--- src/vsg_pkg.sv ---
/*
  Shared constants and types of the video sync timing generator.
  Assumes one double-rate core clock; the pixel rate is derived inside.
*/
// Contract
// - Horizontal timing comes from 24 software-loaded timing registers at 10-15 Mpps.
// - Each element lasts its register count N of pixel periods, two core clocks each.
// - Horizontal edges move in steps of two core clock periods, never finer; in slave mode a sync pin fall restarts the sync interval on any core clock.
// - Vertical element lengths are also register counts of pixel periods.
// - A sync line holds two pulses, each a low part then a high part.
// - An equalization line holds two pulses; low plus high fills half a line.
// - First half-line segment equals half a line minus colour back porch.
// - Second half-line segment equals active video minus half a line.
// - Half-black lines put the extended back porch after burst, replacing colour back porch.
// - Four fields coded 0 to 3; fields 1, 3 end at 263, fields 2, 4 at 525.
// - Odd fields: 1-3 equalize, 4-6 sync, 7-9 equalize, 10-20 blank, 21-262 video, 263 half.
// - Even fields: 264-265 equalize, 266 ES, 267-268 sync, 269 SE, 270-271 equalize, 272 broad.
// - Even fields: 273-282 blank with burst, 283 half black half video, rest video.
// - Code 02 is half sync then half equalize; code 01 the reverse.
// - Code 0C is half active video then half equalization.
// - In slave mode sync pins are inputs; a falling edge starts the sync interval.
package vsg_pkg;
  // widths
  localparam int LEN_W = 12;
  localparam int NUM_TREG = 24;
  localparam int CODE_W = 5;
  localparam int LINE_W = 10;
  // timing register indices
  localparam int T_FP = 0;
  localparam int T_SY = 1;
  localparam int T_BR = 2;
  localparam int T_BU = 3;
  localparam int T_CBP = 4;
  localparam int T_VA = 5;
  localparam int T_SL = 6;
  localparam int T_SH = 7;
  localparam int T_EL = 8;
  localparam int T_EH = 9;
  localparam int T_VB = 10;
  localparam int T_VC = 11;
  localparam int T_XBP = 12;
  // apb byte offsets and control bits
  localparam logic [7:0] CTRL_OFS = 8'h00;
  localparam logic [7:0] STAT_OFS = 8'h04;
  localparam logic [7:0] TREG_BASE = 8'h08;
  localparam logic [7:0] TREG_END = 8'(TREG_BASE + 4 * NUM_TREG);
  localparam int CTRL_RUN_BIT = 0;
  localparam int CTRL_SLAVE_BIT = 1;
  // line category codes
  localparam logic [CODE_W-1:0] LC_EQ = 5'h00;
  localparam logic [CODE_W-1:0] LC_ES = 5'h01;
  localparam logic [CODE_W-1:0] LC_SE = 5'h02;
  localparam logic [CODE_W-1:0] LC_SYNC = 5'h03;
  localparam logic [CODE_W-1:0] LC_VE = 5'h0C;
  localparam logic [CODE_W-1:0] LC_BB = 5'h0D;
  localparam logic [CODE_W-1:0] LC_BV = 5'h0E;
  localparam logic [CODE_W-1:0] LC_FV = 5'h0F;
  localparam logic [CODE_W-1:0] LC_EB = 5'h10;
  // first and last lines of the runs in the field pattern
  localparam logic [LINE_W-1:0] LN_FIRST = 10'h001;
  localparam logic [LINE_W-1:0] LN_EQ1_END = 10'h003;
  localparam logic [LINE_W-1:0] LN_VS_FIRST = 10'h004;
  localparam logic [LINE_W-1:0] LN_SY1_END = 10'h006;
  localparam logic [LINE_W-1:0] LN_EQ2_END = 10'h009;
  localparam logic [LINE_W-1:0] LN_BB1_END = 10'h014;
  localparam logic [LINE_W-1:0] LN_A_LAST = 10'h107;
  localparam logic [LINE_W-1:0] LN_EQ3_END = 10'h109;
  localparam logic [LINE_W-1:0] LN_ES = 10'h10A;
  localparam logic [LINE_W-1:0] LN_SY2_END = 10'h10C;
  localparam logic [LINE_W-1:0] LN_SE = 10'h10D;
  localparam logic [LINE_W-1:0] LN_EQ4_END = 10'h10F;
  localparam logic [LINE_W-1:0] LN_EB = 10'h110;
  localparam logic [LINE_W-1:0] LN_BB2_END = 10'h11A;
  localparam logic [LINE_W-1:0] LN_BV = 10'h11B;
  localparam logic [LINE_W-1:0] LN_B_LAST = 10'h20D;
  // element slots of one line
  typedef enum logic [7:0] {
    SLOT0 = 8'h01, SLOT1 = 8'h02, SLOT2 = 8'h04, SLOT3 = 8'h08,
    SLOT4 = 8'h10, SLOT5 = 8'h20, SLOT6 = 8'h40, SLOT7 = 8'h80
  } vsg_slot_t;
  typedef enum logic [2:0] {
    K_BLANK, K_HSYNC, K_BURST, K_VIDEO, K_EQLOW, K_VSLOW
  } vsg_kind_t;
  typedef struct packed {
    vsg_kind_t kind;
    logic [4:0] ridx;
    logic last;
  } vsg_seg_t;
  // line counter state
  typedef struct packed {
    logic [LINE_W-1:0] line;
    logic [1:0] field;
    logic [CODE_W-1:0] code;
  } vsg_seq_st_t;
  localparam vsg_seq_st_t SEQ_RST = '{line: LN_FIRST, field: 2'h0, code: LC_EQ};
endpackage

--- src/vsg_seq_if.sv ---
/*
  Carrier between the element sequencer and the line/field counter.
  Assumes both ends share the core clock.
*/
`timescale 1ns/10ps
interface vsg_seq_if;
  logic adv;
  logic resync;
  logic [vsg_pkg::CODE_W-1:0] code;
  logic [1:0] field;
  logic [vsg_pkg::LINE_W-1:0] line;
  modport ctl (output adv, output resync, input code, input field, input line);
  modport seq (input adv, input resync, output code, output field, output line);
endinterface

--- src/vsg_pix_div.sv ---
/*
  Pixel phase divider and sync pin edge finder.
  Assumes sync pin levels already synchronous to the core clock.
*/
`timescale 1ns/10ps
module vsg_pix_div (
  // clock and reset
  input wire logic clk,
  input wire logic rst,
  // sync pin levels
  input wire logic hs_n,
  input wire logic vs_n,
  // pixel phase and edges
  output logic tick,
  output logic hs_fall,
  output logic vs_fall
);
  typedef struct packed {
    logic tick;
    logic hs;
    logic vs;
  } vsg_div_st_t;

  vsg_div_st_t q;
  vsg_div_st_t d;

  // tick toggles so every pixel spans two core clocks
  always_comb begin
    d.tick = !q.tick;
    d.hs = hs_n;
    d.vs = vs_n;
  end

  // idle high so release from reset gives no false edge
  always_ff @(posedge clk) begin
    if (rst) begin
      q <= '{tick: 1'h0, hs: 1'h1, vs: 1'h1};
    end else begin
      q <= d;
    end
  end

  assign tick = q.tick;
  assign hs_fall = q.hs && !hs_n;
  assign vs_fall = q.vs && !vs_n;
endmodule

--- src/vsg_field_seq.sv ---
/*
  Line and field counter with line category lookup.
  Assumes adv pulses once per line end and resync once per vertical edge.
*/
`timescale 1ns/10ps
module vsg_field_seq (
  // clock and reset
  input wire logic clk,
  input wire logic rst,
  // sequencer side
  vsg_seq_if.seq bus
);
  vsg_pkg::vsg_seq_st_t q;
  vsg_pkg::vsg_seq_st_t d;

  // category by line number alone; odd fields never pass line 263
  function automatic logic [vsg_pkg::CODE_W-1:0] code_of(input logic [vsg_pkg::LINE_W-1:0] n);
    logic [vsg_pkg::CODE_W-1:0] c;
    c = vsg_pkg::LC_FV;
    if (n <= vsg_pkg::LN_EQ1_END) c = vsg_pkg::LC_EQ;
    else if (n <= vsg_pkg::LN_SY1_END) c = vsg_pkg::LC_SYNC;
    else if (n <= vsg_pkg::LN_EQ2_END) c = vsg_pkg::LC_EQ;
    else if (n <= vsg_pkg::LN_BB1_END) c = vsg_pkg::LC_BB;
    else if (n < vsg_pkg::LN_A_LAST) c = vsg_pkg::LC_FV;
    else if (n == vsg_pkg::LN_A_LAST) c = vsg_pkg::LC_VE;
    else if (n <= vsg_pkg::LN_EQ3_END) c = vsg_pkg::LC_EQ;
    else if (n == vsg_pkg::LN_ES) c = vsg_pkg::LC_ES;
    else if (n <= vsg_pkg::LN_SY2_END) c = vsg_pkg::LC_SYNC;
    else if (n == vsg_pkg::LN_SE) c = vsg_pkg::LC_SE;
    else if (n <= vsg_pkg::LN_EQ4_END) c = vsg_pkg::LC_EQ;
    else if (n == vsg_pkg::LN_EB) c = vsg_pkg::LC_EB;
    else if (n <= vsg_pkg::LN_BB2_END) c = vsg_pkg::LC_BB;
    else if (n == vsg_pkg::LN_BV) c = vsg_pkg::LC_BV;
    return c;
  endfunction

  // field ends at 263 and 525; two-bit field wraps 3 to 0
  always_comb begin
    d = q;
    if (bus.resync) begin
      d.line = vsg_pkg::LN_VS_FIRST;
      d.field = 2'h0;
    end else if (bus.adv) begin
      d.line = q.line + 10'h001;
      if (q.line == vsg_pkg::LN_A_LAST) d.field = q.field + 2'h1;
      if (q.line == vsg_pkg::LN_B_LAST) begin
        d.line = vsg_pkg::LN_FIRST;
        d.field = q.field + 2'h1;
      end
    end
    d.code = code_of(d.line);
  end

  always_ff @(posedge clk) begin
    if (rst) q <= vsg_pkg::SEQ_RST;
    else q <= d;
  end

  assign bus.code = q.code;
  assign bus.field = q.field;
  assign bus.line = q.line;
endmodule

--- src/vsg_top.sv ---
/*
  Video sync timing generator: APB timing registers, element sequencer
  and registered sync, blank and burst outputs.
  Assumes an APB master on CLK and sync pin inputs synchronous to CLK.
*/
// The implementer's own choices: register access over APB and the address map.
`timescale 1ns/10ps
module vsg_top (
  // clock and reset
  input wire logic CLK,
  input wire logic RST,
  // apb slave
  input wire logic PSEL,
  input wire logic PENABLE,
  input wire logic PWRITE,
  input wire logic [7:0] PADDR,
  input wire logic [31:0] PWDATA,
  output logic [31:0] PRDATA,
  output logic PREADY,
  output logic PSLVERR,
  // horizontal sync pin
  input wire logic HORIZONTAL_SYNC_PIN_N_I,
  output logic HORIZONTAL_SYNC_PIN_N_O,
  output logic HORIZONTAL_SYNC_PIN_OE_N,
  // vertical sync pin
  input wire logic VERTICAL_SYNC_PIN_N_I,
  output logic VERTICAL_SYNC_PIN_N_O,
  output logic VERTICAL_SYNC_PIN_OE_N,
  // timing outputs
  output logic PIXEL_CLOCK,
  output logic CSYNC_N,
  output logic BLANK_N,
  output logic BURST_GATE,
  output logic [vsg_pkg::CODE_W-1:0] LINE_CATEGORY_CODE,
  output logic [1:0] FIELD_SEQUENCE_CODE,
  output logic [vsg_pkg::LINE_W-1:0] LINE_NUM
);
  typedef struct packed {
    logic [vsg_pkg::NUM_TREG-1:0][vsg_pkg::LEN_W-1:0] treg;
    logic run;
    logic slave;
    logic [31:0] rdata;
    vsg_pkg::vsg_slot_t slot;
    logic [vsg_pkg::LEN_W-1:0] cnt;
    logic load;
    logic hs_n;
    logic vs_n;
    logic cs_n;
    logic blank_n;
    logic burst;
    logic chk;
    logic [vsg_pkg::LEN_W:0] cyc;
    logic [vsg_pkg::LEN_W:0] span;
  } vsg_top_st_t;

  vsg_top_st_t q;
  vsg_top_st_t d;

  vsg_seq_if seq_bus ();

  logic tick;
  logic hs_fall;
  logic vs_fall;
  logic hit;
  logic wr;
  logic step;
  logic restart;
  logic [31:0] rd;
  logic [4:0] ti;
  logic [2:0] idx;
  logic [vsg_pkg::LEN_W-1:0] ld;
  vsg_pkg::vsg_seg_t cur;

  // pixel phase and slave-mode edges
  vsg_pix_div u_div (
    .clk(CLK),
    .rst(RST),
    .hs_n(HORIZONTAL_SYNC_PIN_N_I),
    .vs_n(VERTICAL_SYNC_PIN_N_I),
    .tick(tick),
    .hs_fall(hs_fall),
    .vs_fall(vs_fall)
  );

  // line and field counting
  vsg_field_seq u_seq (
    .clk(CLK),
    .rst(RST),
    .bus(seq_bus.seq)
  );

  // slot number of the one-hot slot
  function automatic logic [2:0] idx_of(input vsg_pkg::vsg_slot_t s);
    logic [2:0] n;
    n = 3'h0;
    for (int k = 0; k < 8; k++) begin
      if (s[k]) n = 3'(k);
    end
    return n;
  endfunction

  // element table: length register and level of each slot of a line
  function automatic vsg_pkg::vsg_seg_t seg_of(input logic [4:0] code, input logic [2:0] i);
    vsg_pkg::vsg_seg_t s;
    logic lo_v;
    s.kind = vsg_pkg::K_BLANK;
    s.ridx = 5'(vsg_pkg::T_FP);
    s.last = 1'h0;
    lo_v = 1'h0;
    unique case (code)
      vsg_pkg::LC_EQ,
      vsg_pkg::LC_SYNC,
      vsg_pkg::LC_ES,
      vsg_pkg::LC_SE,
      vsg_pkg::LC_EB: begin
        // four slots: low, high, low, high; broad line shapes like ES
        if (i[1]) begin
          lo_v = code != vsg_pkg::LC_EQ && code != vsg_pkg::LC_SE;
        end else begin
          lo_v = code == vsg_pkg::LC_SYNC || code == vsg_pkg::LC_SE;
        end
        if (lo_v) begin
          s.ridx = i[0] ? 5'(vsg_pkg::T_SH) : 5'(vsg_pkg::T_SL);
        end else begin
          s.ridx = i[0] ? 5'(vsg_pkg::T_EH) : 5'(vsg_pkg::T_EL);
        end
        if (!i[0]) s.kind = lo_v ? vsg_pkg::K_VSLOW : vsg_pkg::K_EQLOW;
        s.last = i[1] && i[0];
      end
      default: begin
        // lines that open with a normal horizontal interval
        unique case (i)
          3'h0: s.ridx = 5'(vsg_pkg::T_FP);
          3'h1: begin
            s.kind = vsg_pkg::K_HSYNC;
            s.ridx = 5'(vsg_pkg::T_SY);
          end
          3'h2: s.ridx = 5'(vsg_pkg::T_BR);
          3'h3: begin
            s.kind = vsg_pkg::K_BURST;
            s.ridx = 5'(vsg_pkg::T_BU);
          end
          3'h4: begin
            if (code == vsg_pkg::LC_BV) s.ridx = 5'(vsg_pkg::T_XBP);
            else s.ridx = 5'(vsg_pkg::T_CBP);
          end
          3'h5: begin
            // blank line keeps burst but no picture
            if (code != vsg_pkg::LC_BB) s.kind = vsg_pkg::K_VIDEO;
            if (code == vsg_pkg::LC_BV) s.ridx = 5'(vsg_pkg::T_VB);
            else if (code == vsg_pkg::LC_VE) s.ridx = 5'(vsg_pkg::T_VC);
            else s.ridx = 5'(vsg_pkg::T_VA);
            s.last = code != vsg_pkg::LC_VE;
          end
          3'h6: begin
            s.kind = vsg_pkg::K_EQLOW;
            s.ridx = 5'(vsg_pkg::T_EL);
          end
          3'h7: begin
            s.ridx = 5'(vsg_pkg::T_EH);
            s.last = 1'h1;
          end
        endcase
      end
    endcase
    return s;
  endfunction

  // apb decode: whole words only; stray or misaligned addresses error
  always_comb begin
    hit = 1'h0;
    rd = 32'h0000_0000;
    ti = 5'(PADDR[7:2] - vsg_pkg::TREG_BASE[7:2]);
    if (PADDR == vsg_pkg::CTRL_OFS) begin
      hit = 1'h1;
      rd[vsg_pkg::CTRL_RUN_BIT] = q.run;
      rd[vsg_pkg::CTRL_SLAVE_BIT] = q.slave;
    end else if (PADDR == vsg_pkg::STAT_OFS) begin
      hit = 1'h1;
      rd = {15'h0000, seq_bus.field, seq_bus.code, seq_bus.line};
    end else if (PADDR >= vsg_pkg::TREG_BASE && PADDR < vsg_pkg::TREG_END
                 && PADDR[1:0] == 2'h0) begin
      hit = 1'h1;
      rd = {20'h00000, q.treg[ti]};
    end
  end

  // next state: registers, element sequencer, output levels
  always_comb begin
    d = q;
    step = 1'h0;
    seq_bus.adv = 1'h0;
    wr = PSEL && PENABLE && PWRITE && hit;
    restart = q.slave && hs_fall;
    seq_bus.resync = q.run && q.slave && vs_fall;
    idx = idx_of(q.slot);
    cur = seg_of(seq_bus.code, idx);
    ld = q.treg[cur.ridx];

    // read data caught in setup so the access needs no wait
    if (PSEL && !PENABLE) d.rdata = rd;
    if (wr && PADDR == vsg_pkg::CTRL_OFS) begin
      d.run = PWDATA[vsg_pkg::CTRL_RUN_BIT];
      d.slave = PWDATA[vsg_pkg::CTRL_SLAVE_BIT];
    end
    // new lengths take hold at the next element load
    if (wr && PADDR >= vsg_pkg::TREG_BASE) begin
      d.treg[ti] = PWDATA[vsg_pkg::LEN_W-1:0];
    end

    // element sequencer counted in pixel ticks
    if (!q.run) begin
      d.slot = vsg_pkg::SLOT0;
      d.load = 1'h1;
      d.cnt = '0;
    end else if (restart) begin
      d.slot = vsg_pkg::SLOT1;
      d.load = 1'h1;
      d.cnt = '0;
    end else if (q.load) begin
      // zero is taken as one pixel so the line never stalls
      d.load = 1'h0;
      d.cnt = (ld == '0) ? '0 : ld - 12'h001;
    end else if (tick && q.cnt == '0) begin
      step = 1'h1;
      d.load = 1'h1;
      if (cur.last) begin
        seq_bus.adv = 1'h1;
        d.slot = vsg_pkg::SLOT0;
      end else begin
        d.slot = vsg_pkg::vsg_slot_t'(8'(q.slot << 1));
      end
    end else if (tick) begin
      d.cnt = q.cnt - 12'h001;
    end

    // pin levels follow the element kind; vertical sync follows the slot's length register (T_SL or T_SH)
    d.cs_n = !(cur.kind == vsg_pkg::K_HSYNC || cur.kind == vsg_pkg::K_EQLOW
               || cur.kind == vsg_pkg::K_VSLOW);
    d.hs_n = !(cur.kind == vsg_pkg::K_HSYNC || (!d.cs_n && idx == 3'h0));
    d.vs_n = !(cur.ridx == 5'(vsg_pkg::T_SL) || cur.ridx == 5'(vsg_pkg::T_SH));
    d.blank_n = cur.kind == vsg_pkg::K_VIDEO;
    d.burst = cur.kind == vsg_pkg::K_BURST;
    // stopped generator parks the sync, blank and burst outputs at their idle levels
    if (!q.run) begin
      d.cs_n = 1'h1;
      d.hs_n = 1'h1;
      d.vs_n = 1'h1;
      d.blank_n = 1'h0;
      d.burst = 1'h0;
    end

    // element length watch, only between two clean steps
    if (step) begin
      d.chk = 1'h1;
      d.cyc = '0;
    end else begin
      d.cyc = q.cyc + 13'h0001;
    end
    if (q.load) d.span = (ld == '0) ? 13'h0002 : {ld, 1'h0};
    if (!q.run || restart) d.chk = 1'h0;
  end

  // one register stage for the whole state
  always_ff @(posedge CLK) begin
    if (RST) begin
      q <= '0;
      q.slot <= vsg_pkg::SLOT0;
      q.load <= 1'h1;
      q.hs_n <= 1'h1;
      q.vs_n <= 1'h1;
      q.cs_n <= 1'h1;
    end else begin
      q <= d;
    end
  end

  // apb answers in the first access cycle
  assign PREADY = 1'h1;
  assign PSLVERR = PSEL && PENABLE && !hit;
  assign PRDATA = q.rdata;

  // pins released in slave mode so the far source can drive them
  assign HORIZONTAL_SYNC_PIN_N_O = q.hs_n;
  assign HORIZONTAL_SYNC_PIN_OE_N = q.slave;
  assign VERTICAL_SYNC_PIN_N_O = q.vs_n;
  assign VERTICAL_SYNC_PIN_OE_N = q.slave;

  // timing outputs
  assign PIXEL_CLOCK = tick;
  assign CSYNC_N = q.cs_n;
  assign BLANK_N = q.blank_n;
  assign BURST_GATE = q.burst;
  assign LINE_CATEGORY_CODE = seq_bus.code;
  assign FIELD_SEQUENCE_CODE = seq_bus.field;
  assign LINE_NUM = seq_bus.line;
endmodule

--- config.mk ---
export PLATFORM = sky130hd
export DESIGN_NAME = vsg_top
export DESIGN_NICKNAME = d
export VERILOG_FILES = /design/src/vsg_pkg.sv /design/src/vsg_seq_if.sv /design/src/vsg_pix_div.sv /design/src/vsg_field_seq.sv /design/src/vsg_top.sv
export SDC_FILE = /design/constraint.sdc
export NUM_CORES = 1
export LEC_CHECK = 0
export BUFFER_PORTS_ARGS = -buffer_cell sky130_fd_sc_hd__buf_2
export CELL_PAD_IN_SITES_DETAIL_PLACEMENT = 1
export CELL_PAD_IN_SITES_GLOBAL_PLACEMENT = 2
export CORE_UTILIZATION = 37
export CTS_BUF_LIST = sky130_fd_sc_hd__clkbuf_16
export DETAILED_ROUTE_END_ITERATION = 6
export HOLD_SLACK_MARGIN = 0.05
export PLACE_DENSITY = 0.84
export SETUP_SLACK_MARGIN = 0.1
export SKIP_CTS_REPAIR_TIMING = 1
export SLEW_MARGIN = 20
export SYNTH_ARGS = -nofsm -noshare
export SYNTH_HDL_FRONTEND = slang
export SYNTH_HIERARCHICAL = 1
export SYNTH_SLANG_ARGS = --single-unit
--- constraint.sdc ---
create_clock -name CLK -period 4.3 [get_ports CLK]
set_clock_uncertainty 0.1 [all_clocks]
set_input_delay 0.43 -clock CLK [delete_from_list [all_inputs] [get_ports CLK]]
set_output_delay 0.43 -clock CLK [all_outputs]
set_load 0.02 [all_outputs]
==> impl_metrics.yaml, run 1 <==
finish:
  n_antenna_cell: 0
  multi_input_area_um2: 10600
  seq_area_um2: 7050
  drive_gt1_share_pct: 15.1
  areaGrowthSynthToFinish_pct: 12.5
  final_cell_area_um2: 20900
  nNetsFinal: 2382
  fill_cells: 5940
power_and_ir_drop:
  power_per_cell_area_nw_per_um2: 340
  ir_drop_mv: 0.217
  p_leak_uw: 0.00733
logic_synthesis:
  syn_inst: 2334
  synth_area_leaders: "dfxtp_1 38%, nand2_1 14%, mux4_2 9.0%"
  yosys.cell_types.count: 97
  synth_warnings: 6
  syn_area_per_cell_um2: 7.96
  synth_seq_cells: 352
  synth_flop_cell: "dfxtp_1"
  synthArstFlopShare_pct: 0
  synth_area_um2: 18600
  synth_top_area_share_pct: 37.9
  synth_edf_count: 0
  synth.largest_area_cell: "dfxtp_1"
  ys_seq_area_share_pct: 37.9
detailed_routing:
  drc: 0
  vias_per_cell: 5.94
  vias: 18000
  wirelength_mm: 73.1
  ant_nets: 0
  wl_per_cell_um: 24.2
  drt_iter0_markers: 1686
  first_pass_iters: 5
setup_path:
  slowest_stage: "o41a_4"
  worstReg2RegEnd: "q[42]"
  critPathTopFamily: "compound AO/OA/AOI/OAI gates"
  reg2reg_depth: 12
  cp_cell_sequence: "inv_1 -> o41a_4 -> nand2_8 -> buf_4 -> buf_4 -> nand3_1 -> a311o_1 -> a32oi_2 -> nand4_1 -> or3_1 -> a21boi_1 -> o221a_1"
  crit_top_cell: "buf_4"
  cp.arrival_ps: 4450
  regToRegSetupSlack_ps: 260
  cp-start-kind: "register"
  crit_type: "register to register"
  r2r_start: "u_seq/bus.code[1]"
  worstPathMaxFanout: 15
  critPathBufInv: 3
  cpPeakStageDelay_ps: 600
  critPathRequiredTime_ps: 4700
  crit_path_end_kind: "register"
clock_tree:
  cts.sinks: 352
  cts.clk_slew.worst_paths_ps: 60
  cts_tree: "built"
  cts_root_buf: "clkbuf_16"
  cts_inserted_buffers: 41
  cts_max_level: 2
  clockBufferDepth: 3
  clk_latency_ps: 590
floorplanning:
  initial_utilization_pct: 37.7
  die_w_um: 226
  dieArea_um2: 51100
  num_rows: 81
  core_area_um2: 49300
  io_pins: 106
  die_h_um: 226
placement:
  portBuffers: 69
  placedInstanceArea_um2: 19500
  pre_cts_slack_ps: 196
  routabilityCongestion: 0.942
  dp_hpwl_mm: 49.1
global_route:
  use_met3_pct: 3.81
  grt_pass1_vias: 18000
  grt_pass1_wl_mm: 111
  grt_max_degree: 136
  grt_overflow_total: 0
  grt_use_met1_pct: 37.5
  grt_util_met2_pct: 47.2
  grt_use_total_pct: 28.5
  busiest_layer: "met2"
  antenna_found_initial: 1
sta:
  period_minus_slack_ps: 4040
  setup_viol: 0
  setup_slack_ps: 256
  timing.fmax_ghz: 0.247
  fin_crit_sh_pct: 94.1
  slew_headroom_pct: 17.4
  worst_slew_pin_slew_ps: 1230
  slew_violations: 0
  finalHoldViolCount: 0
  rsz0062_at_grt: "false"
  setup_tns_ps: 0
run:
  cap_viol_max_count: 0
hold_path:
  holdPathStages: 4
  worstHoldPathType: "input pin to register"
  holdPathEnd: "PRDATA[1]"
  worst_hold_startpoint: "PENABLE"
outcome:
  status: "completed"
-- power breakdown --
group          leakage [uW]  switching, uW  internal, uW
combinational       0.00384            296          91.6
sequential          0.00284           2.44          3260
clock              0.000654           1500          1960
-- cell usage after synthesis (7+ instances only) --
| master | count |
|---|---|
| a22oi_1 | 9 |
| xnor2_1 | 13 |
| nor3_1 | 40 |
| nand4_1 | 10 |
| nand3_1 | 69 |
| or3_1 | 8 |
| clkbuf_1 | 119 |
| xor2_1 | 9 |
| buf_1 | 31 |
| inv_1 | 19 |
| and2_1 | 7 |
| a21o_1 | 9 |
| buf_2 | 20 |
| a221oi_1 | 15 |
| nor2_1 | 117 |
| o21ai_0 | 51 |
| a21oi_1 | 326 |
| o211ai_1 | 15 |
| mux2_2 | 19 |
| dfxtp_1 | 352 |
| ha_1 | 7 |
| nand2_1 | 693 |
| nor2b_1 | 13 |
| o22ai_1 | 13 |
| a31oi_1 | 13 |
| mux2i_1 | 66 |
| nand2b_1 | 10 |
| mux4_2 | 74 |
| buf_4 | 41 |
| and3_1 | 14 |
-- kinds of logic after synthesis --
kind of cell             count (synthesis)  share of synthesized area [%]
AO/OA/AOI/OAI                          535                           17.4
XOR/XNOR                                22                           1.04
adder cells (fa/ha/maj)                  7                          0.471
buffers and inverters                  236                           5.90
flip-flops                             352                           37.9
multiplexers                           159                           13.7
other                                    2                         0.0404
AND/OR/NAND/NOR                       1021                           23.6
-- state kept, by name, indices dropped and copies added (netlist names), 2 cells and up --
name / count
u_div/q: 2
PRDATA: 17
u_seq/bus.field: 2
q: 310
u_seq/bus.line: 10
u_seq/bus.code: 4
-- how the worst max path moves through the flow --
stage | depth (start not counted) | slack (ps) | to | startpoint
after floorplan | 12 | 530 | q[197] | PADDR[3]
after global placement | 11 | 280 | q[43] | u_seq/bus.code[2]
after detailed placement | 11 | 200 | q[42] | u_seq/bus.code[2]
after CTS | 11 | 150 | q[42] | u_seq/bus.code[2]
after global routing | 17 | 110 | u_seq/bus.code[0] | q[33]
final | 12 | 260 | q[42] | u_seq/bus.code[1]
-- metrics by stage --
stage | utilization [%] | cells | power (uW) | hold slack (ps)
detailed placement | 39.6 | 2945 | 3720 | 346
floorplan | - | 2348 | 3580 | 329
finish | 42.5 | 3022 | 7110 | 136
global route | 42.5 | 3022 | 7310 | 152
global placement | 39.6 | 2945 | 3710 | 336
CTS | 42.3 | 3018 | 7150 | -72.6
-- cells in the final DEF, fill, tap and decap left out, types with 19 or more instances in the layout --
cell / n
nand2_1: 693
dfxtp_1: 350
a21oi_1: 326
nor2_1: 110
buf_4: 78
mux4_2: 74
nand3_1: 69
mux2i_1: 66
buf_2: 66
o21ai_0: 50
clkbuf_16: 42
nor3_1: 36
inv_1: 23
mux2_2: 19
-- per-layer routing --
metal  up-vias  routed length (um)
met5         -                   0
met4         0                2830
met3       155                4430
met2       617               34300
met1      9123               31500
li1       8062                   -
-- layout make-up --
| type | count | area share (%) |
|---|---|---|
| multi-input combinational | 1761 | 50.7 |
| clock buffer | 42 | 5.03 |
| timing repair buffer | 153 | 5.12 |
| tap | 664 | 3.97 |
| sequential | 352 | 33.7 |
| clock inverter | 31 | 1.18 |
| inverter | 19 | 0.341 |
-- worst register-to-register path, stage by stage, from the launching register on --
cell and delay, ps:
dfxtp_1 460, inv_1 180, o41a_4 600, nand2_8 210, buf_4 320, buf_4 200
nand3_1 140, a311o_1 480, a32oi_2 340, nand4_1 160, or3_1 350, a21boi_1 220
o221a_1 200
Power figures use the tool's default switching activity.
==> run 2, diff against run 1 <==
- ABC_AREA: default -> 1
- CORE_UTILIZATION: 37 -> 34
- PLACE_DENSITY: 0.84 -> 0.83
- clock period: 4.3 -> 3.9 ns (I/O delays scaled with it)
==> run 2 against run 1 <==
Sequential power up 10%; flip-flop and latch count did not move; combinational power increased by 41%; worst hold slack worse by 62 ps; register-to-register slack better by 120 ps; area after synthesis is essentially flat; maximum frequency is 15% higher; utilization fell by 3.5 points; highest routed layer unchanged.
==> impl_metrics.yaml, run 2 <==
setup_path:
  cp.arrival_ps: 3910
  cp-start-kind: "register"
  critPathRequiredTime_ps: 4290
  crit_type: "register to register"
  worstPathMaxFanout: 26
  crit_path_end_kind: "register"
sta:
  fin_crit_sh_pct: 90.3
  setup_tns_ps: 0
  slew_headroom_pct: 45.8
  rsz0062_at_grt: "true"
  hold_ws_ps: 73.7
  slew_violations: 0
  worst_slew_pin_slew_ps: 793
  setup_viol: 0
  finalHoldViolCount: 0
  period_minus_slack_ps: 3520
  timing.fmax_ghz: 0.284
global_route:
  grt_use_total_pct: 27.8
  grt_pass1_vias: 20100
  antenna_found_initial: 0
  grt_pass1_wl_mm: 120
  grt_overflow_total: 0
  grt_max_degree: 97
logic_synthesis:
  syn_inst: 2790
  synth_seq_cells: 352
  synth_warnings: 6
  synth.most_common_cell: "nor2_1"
  synth_flop_cell: "dfxtp_1"
  yosys.cell_types.count: 59
  syn_area_per_cell_um2: 6.67
  yosys-top-cells-count: "456 x nor2_1, 426 x nand2_1, 395 x o21ai_0"
  synth_top_area_share_pct: 37.9
  synth_area_um2: 18600
  synth_edf_count: 0
  synthArstFlopShare_pct: 0
  ys_seq_area_share_pct: 37.9
  synth.largest_area_cell: "dfxtp_1"
  synth_area_leaders: "dfxtp_1 38%, o21ai_0 11%, nor2_1 9.2%"
clock_tree:
  cts_tree: "built"
  clockBufferDepth: 3
  cts.clk_slew.worst_paths_ps: 50
  clk_latency_ps: 590
  cts_root_buf: "clkbuf_16"
  cts_max_level: 2
  cts.sinks: 352
  cts_inserted_buffers: 43
detailed_routing:
  wirelength_mm: 78.4
  wl_per_cell_um: 22.2
  drc: 0
  drt_iter0_markers: 1481
  first_pass_iters: 5
  vias_per_cell: 5.59
  ant_nets: 0
  vias: 19700
finish:
  largest_register_ffs: 310
  drive_gt1_share_pct: 11.0
  layout.core_utilization_pct: 38.9
  nNetsFinal: 2858
  layout_common_cells: "452 x nor2_1, 421 x nand2_1, 395 x o21ai_0"
  regMostFlops: "q"
  layout_commonest_cell: "nor2_1"
  areaGrowthSynthToFinish_pct: 12.9
run:
  cap_viol_max_count: 0
placement:
  dp_hpwl_mm: 52.4
  routabilityCongestion: 0.896
  portBuffers: 69
power_and_ir_drop:
  ir_drop_mv: 0.268
  power_per_cell_area_nw_per_um2: 376
  p_leak_uw: 0.00875
floorplanning:
  dieArea_um2: 55600
  die_h_um: 236
  io_pins: 106
  core_area_um2: 53900
  num_rows: 85
  initial_utilization_pct: 34.5
  die_w_um: 236
outcome:
  status: "completed"
hold_path:
  worstHoldPathType: "input pin to register"
[run 2: where the power goes]
part / leakage, uW / internal [uW] / switching, uW
sequential: 0.00283 / 3600 / 3.15
clock: 0.000650 / 2100 / 1650
combinational: 0.00527 / 125 / 422
[run 2: worst paths after layout]
| path | start | end | slack [ps] | depth (start not counted) |
|---|---|---|---|---|
| setup reg to reg | u_seq/bus.code[2] | q[41] | 380 | 20 |
| hold / removal | RST | VERTICAL_SYNC_PIN_N_O | 70 | 3 |
| setup / recovery | u_seq/bus.code[2] | q[41] | 380 | 20 |
| hold reg to reg | q[292] | q[292] | 350 | 2 |
[run 2: cell families after synthesis]
family	Yosys count	share of synthesized area [%]
AND/OR/NAND/NOR	1177	27.2
XOR/XNOR	7	0.370
other	2	0.0404
adder cells (fa/ha/maj)	7	0.471
multiplexers	1	0.0538
flip-flops	352	37.9
AO/OA/AOI/OAI	769	22.9
buffers and inverters	475	11.0
[run 2: stage by stage]
step | setup slack [ps] | std cells | total power [uW] | instance area [um2]
floorplan | 838 | 2804 | 3980 | 18700
global placement | 350 | 3448 | 4210 | 19600
detailed placement | 242 | 3448 | 4210 | 19600
CTS | 265 | 3520 | 7940 | 20900
global route | 64.7 | 3527 | 8140 | 21000
finish | 380 | 3528 | 7900 | 21000
[run 2: worst max-delay path: stages, from the launching register on]
cell and delay [ps]:
dfxtp_1 460, nand2_1 180, nor3_4 330, nor2_8 90
nor2_8 180, buf_6 270, nand2_1 70, o21ai_0 110
nand2_1 90, nand3_1 210, nand3_1 110, nand2_1 180
inv_2 90, ha_1 190, nand3_1 90, nor2_1 60
nand3_2 70, nand2_2 50, inv_2 170, nand3_1 140
a21oi_1 150
[run 2: cell type report]
class	instances	area (um2)
fill	6869	32900
clock inverter	28	161
inverter	268	1010
clock buffer	44	1100
tap	696	871
multi-input combinational	1977	9610
sequential	352	7050
antenna	1	2.50
timing repair buffer	162	1190
[run 2: layer usage]
| layer | track usage [%] | up-vias | part of all wire (%) |
|---|---|---|---|
| met5 | 0 | - | 0 |
| met4 | 12.1 | 0 | 4.0 |
| met3 | 3.52 | 149 | 5.5 |
| met2 | 45.9 | 618 | 46 |
| met1 | 36.3 | 9708 | 44 |
| li1 | - | 9256 | - |
